File: src/dwec_pkg.sv
package dwec_pkg;

  // ------------------------------------------------------------------
  // Register offsets (byte addresses, one word each)
  // ------------------------------------------------------------------
  localparam logic [11:0] OFS_CTRL      = 12'h000; // check_code_control_reg
  localparam logic [11:0] OFS_RAW       = 12'h004; // irq_raw_flags_reg (read only)
  localparam logic [11:0] OFS_ENSET     = 12'h008; // irq_enable_set_reg
  localparam logic [11:0] OFS_ENCLR     = 12'h00C; // enable clear
  localparam logic [11:0] OFS_CLR       = 12'h010; // raw flag clear (write only)
  localparam logic [11:0] OFS_RNG_LO    = 12'h014; // protected range base
  localparam logic [11:0] OFS_RNG_HI    = 12'h018; // protected range limit (inclusive)
  localparam logic [11:0] OFS_COUNT     = 12'h01C; // flagged write counter

  // ------------------------------------------------------------------
  // Field positions and reset values
  // ------------------------------------------------------------------
  localparam int BIT_MERGE_EN    = 0; // merge_write_enable
  localparam int BIT_WR_ERR      = 0; // write check error flag / enable
  localparam int BIT_RD_ERR      = 1; // read check error flag / enable
  localparam int NUM_FLAGS       = 2;

  localparam logic [31:0] RST_CTRL   = 32'h0000_0000;
  localparam logic [31:0] RST_RNG_LO = 32'h0000_0000;
  localparam logic [31:0] RST_RNG_HI = 32'hFFFF_FFFF;

  localparam int QUANTUM_BYTES = 8; // 64-bit unit

  localparam logic [1:0] RESP_OKAY = 2'h0;
  localparam logic [1:0] RESP_ERR  = 2'h2;

  // ------------------------------------------------------------------
  // Carriers
  // ------------------------------------------------------------------
  typedef struct packed {
    logic        write;   // 1 write, 0 read
    logic [31:0] addr;    // byte address
    logic [15:0] bytes;   // byte count
    logic        anyBe;   // at least one byte enable set
    logic        rdErr;   // uncorrectable read check error seen by datapath
  } dwec_req_s;

  typedef struct packed {
    logic        issue;   // forward write to DRAM
    logic        merge;   // service through read-modify-write
    logic        err;     // write check error detected
  } dwec_dec_s;

endpackage

File: src/dwec_check.sv
`timescale 1ns/1ps
// Pure combinational write classification.
module dwec_check (
  input  wire dwec_pkg::dwec_req_s req,     // Request under test
  input  wire logic                mergeEn, // Read-modify-write enabled
  input  wire logic [31:0]         rngLo,   // Protected base
  input  wire logic [31:0]         rngHi,   // Protected limit
  output dwec_pkg::dwec_dec_s      dec      // Decision
);

  localparam logic [31:0] QMASK = 32'(dwec_pkg::QUANTUM_BYTES - 1);
  localparam logic [15:0] QMASK16 = 16'(dwec_pkg::QUANTUM_BYTES - 1);

  wire inRange   = (req.addr >= rngLo) && (req.addr <= rngHi);
  wire aligned   = (req.addr & QMASK) == 32'h0000_0000;
  wire wholeQ    = ((req.bytes & QMASK16) == 16'h0000) && (req.bytes != 16'h0000);
  wire violation = req.write && inRange && !(aligned && wholeQ);

  assign dec.err   = violation && !mergeEn;
  assign dec.merge = violation && mergeEn && req.anyBe;
  assign dec.issue = req.write && req.anyBe;

endmodule

File: src/dwec_top.sv
// The implementer's own choices: the APB interface to the registers and the placing of the registers.
`timescale 1ns/1ps
// What this block does
// - Aligned whole-quantum protected writes never flag
// - Bad protected write without merge sets flag
// - Interrupt needs enable; raw flag always records
// - No-byte-enable write never reaches DRAM
// - Sub-quantum protected write without merge returns error response status
// - Merge enabled services bad writes that have byte enables, without flag
// - Flag sticks until software clears it
// - One shared error interrupt, no master id
// - Error drives nonzero write or read status
module dwec_top (
  input  wire logic                mclk,      // Bus clock 125 MHz
  input  wire logic                reset,     // Synchronous active high
  // APB slave
  input  wire logic                psel,      // Select
  input  wire logic                penable,   // Access phase
  input  wire logic                pwrite,    // Direction
  input  wire logic [11:0]         paddr,     // Byte address
  input  wire logic [31:0]         pwdata,    // Write data
  output logic                     pready,    // Ready
  output logic [31:0]              prdata,    // Read data
  output logic                     pslverr,   // Unmapped or wrong-direction access
  // Master request side
  input  wire logic                reqValid,  // Request pulse
  input  wire dwec_pkg::dwec_req_s req,       // Request fields
  // Responses and datapath controls
  output logic                     rspValid,  // Response pulse
  output logic [1:0]               wrStatus,  // Write response status
  output logic [1:0]               rdStatus,  // Read response status
  output logic                     dramIssue, // Forward write to DRAM
  output logic                     dramMerge, // Use read-modify-write
  output logic                     eccIrq     // Shared error interrupt
);

  // ------------------------------------------------------------------
  // Registers
  // ------------------------------------------------------------------
  logic [31:0]                    ctrl_ff;
  logic [31:0]                    rngLo_ff;
  logic [31:0]                    rngHi_ff;
  logic [dwec_pkg::NUM_FLAGS-1:0] raw_ff;
  logic [dwec_pkg::NUM_FLAGS-1:0] en_ff;
  logic [15:0]                    count_ff;
  logic                           rspValid_ff;
  logic [1:0]                     wrStatus_ff;
  logic [1:0]                     rdStatus_ff;
  logic                           dramIssue_ff;
  logic                           dramMerge_ff;

  // ------------------------------------------------------------------
  // Check
  // ------------------------------------------------------------------
  dwec_pkg::dwec_dec_s dec;

  dwec_check u_check (
    .req     (req),
    .mergeEn (ctrl_ff[dwec_pkg::BIT_MERGE_EN]),
    .rngLo   (rngLo_ff),
    .rngHi   (rngHi_ff),
    .dec     (dec)
  );

  wire wrErrEvt = reqValid && dec.err;
  wire rdErrEvt = reqValid && !req.write && req.rdErr;

  // ------------------------------------------------------------------
  // APB decode
  // ------------------------------------------------------------------
  wire access  = psel && penable;
  wire wrAcc   = access && pwrite;
  wire hitCtrl = paddr == dwec_pkg::OFS_CTRL;
  wire hitRaw  = paddr == dwec_pkg::OFS_RAW;
  wire hitEnS  = paddr == dwec_pkg::OFS_ENSET;
  wire hitEnC  = paddr == dwec_pkg::OFS_ENCLR;
  wire hitClr  = paddr == dwec_pkg::OFS_CLR;
  wire hitLo   = paddr == dwec_pkg::OFS_RNG_LO;
  wire hitHi   = paddr == dwec_pkg::OFS_RNG_HI;
  wire hitCnt  = paddr == dwec_pkg::OFS_COUNT;
  wire mapped  = hitCtrl | hitRaw | hitEnS | hitEnC | hitClr | hitLo | hitHi | hitCnt;
  // Read-only status and write-only clear refuse the wrong direction
  wire badDir  = (pwrite && (hitRaw || hitCnt)) || (!pwrite && hitClr);

  wire [dwec_pkg::NUM_FLAGS-1:0] clrBits = (wrAcc && hitClr) ?
                                            pwdata[dwec_pkg::NUM_FLAGS-1:0] : '0;
  wire [dwec_pkg::NUM_FLAGS-1:0] setBits = {rdErrEvt, wrErrEvt};
  // A new event in the clear cycle survives the clear
  wire [dwec_pkg::NUM_FLAGS-1:0] nxt_raw = (raw_ff & ~clrBits) | setBits;

  wire [dwec_pkg::NUM_FLAGS-1:0] nxt_en =
    (wrAcc && hitEnS) ? (en_ff | pwdata[dwec_pkg::NUM_FLAGS-1:0]) :
    (wrAcc && hitEnC) ? (en_ff & ~pwdata[dwec_pkg::NUM_FLAGS-1:0]) : en_ff;

  wire [31:0] rdMux =
    hitCtrl ? ctrl_ff :
    hitRaw  ? {{(32-dwec_pkg::NUM_FLAGS){1'b0}}, raw_ff} :
    hitEnS  ? {{(32-dwec_pkg::NUM_FLAGS){1'b0}}, en_ff} :
    hitEnC  ? {{(32-dwec_pkg::NUM_FLAGS){1'b0}}, en_ff} :
    hitLo   ? rngLo_ff :
    hitHi   ? rngHi_ff :
    hitCnt  ? {16'h0000, count_ff} : 32'h0000_0000;

  // Zero-wait slave keeps the master simple
  assign pready  = 1'b1;
  assign pslverr = access && (!mapped || badDir);

  always_ff @(posedge mclk) begin
    if (reset) begin
      prdata <= 32'h0000_0000;
    end else if (psel && !penable && !pwrite) begin
      prdata <= rdMux;
    end
  end

  always_ff @(posedge mclk) begin
    if (reset) begin
      ctrl_ff  <= dwec_pkg::RST_CTRL;
      rngLo_ff <= dwec_pkg::RST_RNG_LO;
      rngHi_ff <= dwec_pkg::RST_RNG_HI;
    end else if (wrAcc) begin
      if (hitCtrl) ctrl_ff <= pwdata & 32'h0000_0001;
      if (hitLo) rngLo_ff <= pwdata;
      if (hitHi) rngHi_ff <= pwdata;
    end
  end

  always_ff @(posedge mclk) begin
    if (reset) begin
      raw_ff <= '0;
      en_ff  <= '0;
    end else begin
      raw_ff <= nxt_raw;
      en_ff  <= nxt_en;
    end
  end

  // Saturating count of flagged writes, cleared with the write flag
  always_ff @(posedge mclk) begin
    if (reset) begin
      count_ff <= 16'h0000;
    end else if (wrErrEvt && count_ff != 16'hFFFF) begin
      count_ff <= count_ff + 16'h0001;
    end else if (clrBits[dwec_pkg::BIT_WR_ERR] && !wrErrEvt) begin
      count_ff <= 16'h0000;
    end
  end

  // ------------------------------------------------------------------
  // Responses
  // ------------------------------------------------------------------
  always_ff @(posedge mclk) begin
    if (reset) begin
      rspValid_ff  <= 1'b0;
      wrStatus_ff  <= dwec_pkg::RESP_OKAY;
      rdStatus_ff  <= dwec_pkg::RESP_OKAY;
      dramIssue_ff <= 1'b0;
      dramMerge_ff <= 1'b0;
    end else begin
      rspValid_ff  <= reqValid;
      wrStatus_ff  <= wrErrEvt ? dwec_pkg::RESP_ERR : dwec_pkg::RESP_OKAY;
      rdStatus_ff  <= rdErrEvt ? dwec_pkg::RESP_ERR : dwec_pkg::RESP_OKAY;
      dramIssue_ff <= reqValid && dec.issue;
      dramMerge_ff <= reqValid && dec.merge;
    end
  end

  assign rspValid  = rspValid_ff;
  assign wrStatus  = wrStatus_ff;
  assign rdStatus  = rdStatus_ff;
  assign dramIssue = dramIssue_ff;
  assign dramMerge = dramMerge_ff;
  // Single level output shared by all masters
  assign eccIrq    = |(raw_ff & en_ff);

  // ------------------------------------------------------------------
  // Assertions
  // ------------------------------------------------------------------
  wire aligned8 = req.addr[2:0] == 3'h0 && req.bytes[2:0] == 3'h0 && req.bytes != 16'h0000;
  wire inRng    = req.addr >= rngLo_ff && req.addr <= rngHi_ff;
endmodule

File: config.mk
export PLATFORM = sky130hd
export DESIGN_NAME = dwec_top
export DESIGN_NICKNAME = d
export VERILOG_FILES = /design/src/dwec_pkg.sv /design/src/dwec_check.sv /design/src/dwec_top.sv
export SDC_FILE = /design/constraint.sdc
export NUM_CORES = 1
export LEC_CHECK = 0
export ABC_AREA = 1
export BUFFER_PORTS_ARGS = -buffer_cell sky130_fd_sc_hd__buf_2
export CELL_PAD_IN_SITES_DETAIL_PLACEMENT = 1
export CELL_PAD_IN_SITES_GLOBAL_PLACEMENT = 2
export CORE_MARGIN = 1
export CORE_UTILIZATION = 33
export DETAILED_ROUTE_END_ITERATION = 6
export GPL_ROUTABILITY_DRIVEN = 0
export PLACE_DENSITY = 0.91
export RECOVER_POWER = 25
export SLEW_MARGIN = 30
export SYNTH_ARGS = -nofsm -noshare
export SYNTH_HDL_FRONTEND = slang
export SYNTH_HIERARCHICAL = 1
export SYNTH_SLANG_ARGS = --single-unit
export TNS_END_PERCENT = 5
File: constraint.sdc
create_clock -name mclk -period 3.99 [get_ports mclk]
set_input_delay 0.399 -clock mclk [delete_from_list [all_inputs] [get_ports mclk]]
set_output_delay 0.399 -clock mclk [all_outputs]
set_load 0.01 [all_outputs]
==> results.ini, run 1 <==
[status]
outcome = complete, but fails checks
violations = max-capacitance violations, max-slew violations

[cts]
cts_setup_buffers = 0
cts_buffers = 17
cts_max_level = 4
cts_tree = yes
clockBufferDepth = 2
clkSinkCount = 122
cts.root.buffer_cell = clkbuf_16
cts_resized = 0
cts_hold_buffers = 0
insertion_delay_ns = 0.43
clk_pin_slew_ns = 0.06

[setup_path]
worst-setup-path-type = reg2reg
rrSetupSlack_ns = 0.95
cp_data_arrival_time_ns = 3.23
crit_chain = inv_1, ha_1, a21oi_1, nor2_1, nor3_1, nand2_1, a21oi_1, nand2_1, nand2_1, nand2_1, nor2_1, nand2_1, nor2_2, inv_2, nand3_1, a21oi_1
critPathMaxFanout = 16
slowest_delay_ns = 0.55
r2r_cells = 16
r2r_end = count_ff[1]$_SDFFE_PP0P_
cp_common_cell = nand2_1
cp-end-kind = flip-flop
slowest_stage = nor2_2
critical_path_required_ns = 4.19
critPathLaunchType = flip-flop
worst_r2r_startpoint = rngHi_ff[29]$_SDFFE_PP1P_

[synthesis]
seq_area_frac_synth = 0.335
synth_cell_types = 36
syn_area_per_cell_um2 = 6.84
ys_async_sr_fraction = 0
synth_edf_count = 0
syn_inst = 1064
synthFlopType = dfxtp_1
synth_area_um2 = 7280
ys_ff_latch = 122
ys_warn_count = 6

[grt]
grt_use_total = 0.228
grt_max_degree = 56
antenna_found_initial = 3
grt_overflow_total = 0
grt_pass1_wl_um = 39400
grt_pass1_vias = 7705

[route]
drt_iter0_drc = 431
dr.pass1.iters = 5
wl_um = 24600
wire_per_inst_um = 16.7
vias_per_cell = 5.12
drtAntennaViolNets = 0
drc = 0
dr_total_vias = 7521

[timing]
finalSetupViolations = 0
tns_ns = 0
period_share = 0.762
rsz0062_at_grt = false
worst_pin_slew_ns = 2.52
period_needed_ns = 3.04
fmax_ghz = 0.329
fin_skew_ns = 0.00779
max_slew_margin = -0.680
hold_viol = 0
slew_viol_final = 51

[cells_and_area]
seq_area_um2 = 2440
area_growth_pct = 18.8
multi_input_area_um2 = 3960
most-common-layout-cells = nand2_1 (214), inv_1 (156), a21oi_1 (125)
fill_cells = 2840
drive_above_1_share = 0.145
final_common_cell = nand2_1
nNetsFinal = 1347

[floorplanning]
core_um2 = 21400
start_util = 0.341
die_w_um = 151
dieArea_um2 = 22700
placementRows = 53
die_y_um = 151
io_pins = 143

[pwr]
powerDensity_nw_per_um2 = 338
seq_power_share = 0.419
irDropWorstVdd_mv = 0.247
internal-power_mw = 2.17
p_clk_frac = 0.501
p_comb_frac = 0.080
p_leak_nw = 4.04
p_switching_mw = 0.758
p_total_mw = 2.92
p_sw_frac = 0.259

[flow_run]
drv_cap = 1

[place]
port_buffers = 139
detailed_place_hpwl_um = 18300

[hold_path]
hold_depth = 3
hp-class = in2reg
min_to = rngHi_ff[17]$_SDFFE_PP1P_
hp-start = pwdata[17]

stage by stage:
stage	hold WS [ns]	setup slack, ns	instance area (µm²)	instances	utilization
finish	0.235	0.951	8650	1469	0.405
global route	0.250	0.630	8650	1468	0.405
CTS	0.226	1.03	8700	1468	0.407
detailed placement	0.454	0.922	8160	1437	0.382
global placement	0.450	1.01	8160	1437	0.382
floorplan	0.438	1.74	7290	1065	-
kinds of logic (layout without fill, tap and decap cells):
logic type	count (synthesis)	in the layout	share of synthesized area
buffers and inverters	220	348	0.122
xor gates and xnor gates	1	1	0.00120
other	2	4	0.00103
AOI/OAI and AO/OA	231	231	0.166
DFF	122	122	0.335
and+or+nand+nor	423	423	0.263
adders and majority gates	65	65	0.112
sequential cells by signal, indices dropped and copies added, names as in the netlist, named ones only:
name	cells
wrStatus	1
ctrl_ff	1
prdata	32
dramIssue	1
raw_ff	2
rdStatus	1
rspValid	1
count_ff	16
rngLo_ff	32
rngHi_ff	32
dramMerge	1
layer usage:
layer | global-route usage | routed length [µm]
met5 | 0 | 23
met4 | 0.0616 | 344
met3 | 0.0564 | 1310
met2 | 0.394 | 11800
met1 | 0.279 | 11100
power by group through the flow:
| stage | clock network (mW) | logic [mW] | registers [mW] |
|---|---|---|---|
| after CTS | 1.49 | 0.237 | 1.23 |
| final | 1.46 | 0.234 | 1.23 |
| after global routing | 1.53 | 0.266 | 1.23 |
| after detailed placement | 0 | 0.235 | 1.25 |
| after floorplan | 0 | 0.120 | 1.25 |
| after global placement | 0 | 0.229 | 1.25 |
worst max-delay path, delay by kind of cell, from the launching register on:
family	cells	cell delay (ns)
AO/OA/AOI/OAI	3	0.39
buffers and inverters	2	0.33
AND/OR/NAND/NOR	10	1.46
adder cells (fa/ha/maj)	1	0.28
flip-flops	1	0.35
how the worst max path moves through the flow:
stage | start | end
final | rngHi_ff[29]$_SDFFE_PP1P_ | count_ff[1]$_SDFFE_PP0P_
after global routing | rngHi_ff[29]$_SDFFE_PP1P_ | count_ff[15]$_SDFFE_PP0P_
after CTS | rngHi_ff[29]$_SDFFE_PP1P_ | count_ff[4]$_SDFFE_PP0P_
after detailed placement | req[33] | count_ff[4]$_SDFFE_PP0P_
after global placement | req[33] | count_ff[15]$_SDFFE_PP0P_
after floorplan | req[33] | count_ff[15]$_SDFFE_PP0P_
area by class of cell:
| type | count | area share |
|---|---|---|
| Antenna cell | 1 | 0.000289 |
| Sequential cell | 122 | 0.282 |
| Clock inverter | 13 | 0.0120 |
| Clock buffer | 18 | 0.0508 |
| Inverter | 166 | 0.0720 |
| Tap cell | 275 | 0.0398 |
| Timing Repair Buffer | 151 | 0.0850 |
| Multi-Input combinational cell | 723 | 0.458 |
synthesized netlist by cell type (12+ instances only):
cell type / instances / area share
dfxtp_1: 122 / 0.34
nand3_1: 87 / 0.060
inv_1: 155 / 0.080
o22ai_1: 14 / 0.012
nor2_1: 46 / 0.024
nand2_1: 214 / 0.11
buf_2: 24 / 0.016
a21oi_1: 125 / 0.086
nor3_1: 12 / 0.0082
o21ai_1: 37 / 0.025
ha_1: 65 / 0.11
clkbuf_1: 22 / 0.011
o21ai_0: 42 / 0.029
nand4_1: 38 / 0.033
Note: power is estimated with default switching activity, not from simulation.
==> run 2: changes to the inputs <==
Settings changed: CORE_UTILIZATION 33 to 27, PLACE_DENSITY 0.91 to 0.8.
Clock period 3.99 ns to 2.7 ns, I/O delays scaled along.
==> results.ini, run 2 (synthesized netlist as in run 1, its figures left out) <==
[setup_path]
cp-end-kind = flip-flop
worst_r2r_startpoint = rngLo_ff[1]$_SDFFE_PP0P_
cp_data_arrival_time_ns = 2.85
worst-setup-path-type = reg2reg
rrSetupSlack_ns = 0.23
cp-startpoint = rngLo_ff[1]$_SDFFE_PP0P_
critPathLaunchType = flip-flop
critical_path_required_ns = 3.07
critPathMaxFanout = 16
r2r_end = count_ff[7]$_SDFFE_PP0P_
r2r_cells = 20

[route]
dr_total_vias = 7438
drc = 8
vias_per_cell = 4.85
drt_iter0_drc = 360
wire_per_inst_um = 16.8
dr.pass1.iters = 6
drtAntennaViolNets = 0
wl_um = 25800

[cts]
cts_resized = 0
cts_hold_buffers = 0
cts_setup_buffers = 0
cts_buffers = 17
cts.root.buffer_cell = clkbuf_16
insertion_delay_ns = 0.43
cts_max_level = 4
clk_pin_slew_ns = 0.06
cts_tree = yes
clkSinkCount = 122
clockBufferDepth = 2

[pwr]
p_leak_nw = 4.10
powerDensity_nw_per_um2 = 502
irDropWorstVdd_mv = 0.252
p_total_mw = 4.45

[place]
port_buffers = 139
detailed_place_hpwl_um = 19600

[grt]
grt_max_degree = 64
top_usage_layer = met2
grt_pass1_wl_um = 41000
use_met1 = 0.236
grt_pass1_vias = 7585
grt_use_total = 0.190
grt_overflow_total = 0
antenna_found_initial = 1
use_met2 = 0.331
met3_usage = 0.0393

[timing]
tns_ns = 0
period_needed_ns = 2.47
max_slew_margin = 0.213
fmax_ghz = 0.404
worst_pin_slew_ns = 1.18
hold_viol = 0
rsz0062_at_grt = false
slew_viol_final = 0
finalSetupViolations = 0
period_share = 0.917
fin_skew_ns = 0.0102

[hold_path]
hp-class = in2reg
hp-start = pwdata[25]
hold_depth = 3
min_to = rngHi_ff[25]$_SDFFE_PP1P_

[status]
violations = design-rule violations
outcome = complete, but fails checks

[floorplanning]
die_w_um = 166
die_y_um = 166
core_um2 = 26300
start_util = 0.277
io_pins = 143
dieArea_um2 = 27600
placementRows = 59

[cells_and_area]
finish.utilization = 0.337
drive_above_1_share = 0.150
nNetsFinal = 1353
diodes = 0
area_growth_pct = 21.6
largestRegisters = prdata x32, rngHi_ff x32, rngLo_ff x32
most-common-layout-cells = nand2_1 (211), inv_1 (156), a21oi_1 (123)
final_common_cell = nand2_1

[flow_run]
drv_cap = 0

==> run 2: cell count changes in the layout (fill, tap and decap cells not counted), sizes merged <==
cell	change
buf	+6
clkbuf	+5
clkinvlp	-3
clkinv	-2
bufinv	+1
diode	-1
inv	-1
==> run 2: how the worst max path moves through the flow <==
stage	to	slack, ns	depth (start not counted)
final	count_ff[7]$_SDFFE_PP0P_	0.23	20
after global routing	count_ff[7]$_SDFFE_PP0P_	0.02	20
after CTS	count_ff[1]$_SDFFE_PP0P_	0.05	17
after detailed placement	count_ff[2]$_SDFFE_PP0P_	0.05	17
after global placement	count_ff[14]$_SDFFE_PP0P_	0.11	17
after floorplan	count_ff[15]$_SDFFE_PP0P_	0.51	17
==> run 2: report_power, final <==
part / switching [mW] / internal, mW
logic: 0.229 / 0.133
clock network: 0.900 / 1.37
registers: 0.00513 / 1.81
==> run 2: metal layers <==
layer	share of wire	vias up	routed length [µm]
li1	-	3758	-
met1	0.46	3535	11800
met2	0.49	123	12600
met3	0.036	22	931
met4	0.015	0	388
met5	0	-	0
==> run 2: cell type report <==
type                    count  area, µm²
clock inverters             8       96.3
multi-input cells         723       3980
repair buffers            157        832
fillers                  3386      17400
well taps                 335        419
clock buffers              23        458
flip-flops and latches    122       2440
inverters                 166        626
==> run 2: through the flow <==
| step | instance area (µm²) | worst slack, ns | instances | hold slack (ns) |
|---|---|---|---|---|
| global placement | 8330 | 0.108 | 1503 | 0.449 |
| CTS | 8880 | 0.0516 | 1534 | 0.0899 |
| detailed placement | 8330 | 0.0542 | 1503 | 0.458 |
| finish | 8850 | 0.225 | 1534 | 0.106 |
| global route | 8850 | 0.0153 | 1534 | 0.107 |
| floorplan | 7290 | 0.510 | 1065 | 0.368 |
==> run 2: worst max-delay path, stage by stage (launching register included) <==
cell	delay [ns]
dfxtp_1	0.35
inv_1	0.05
ha_1	0.29
nand2_1	0.06
nand2_1	0.08
nand2_1	0.05
nand2_1	0.08
nand2_1	0.07
nand2_1	0.07
nand2_1	0.05
nand2_1	0.10
nand2_1	0.08
a21oi_2	0.15
nand2_2	0.10
nor2_2	0.10
nand2_2	0.11
nor2_4	0.14
buf_12	0.15
nand2_1	0.08
a21oi_1	0.14
o21a_1	0.13
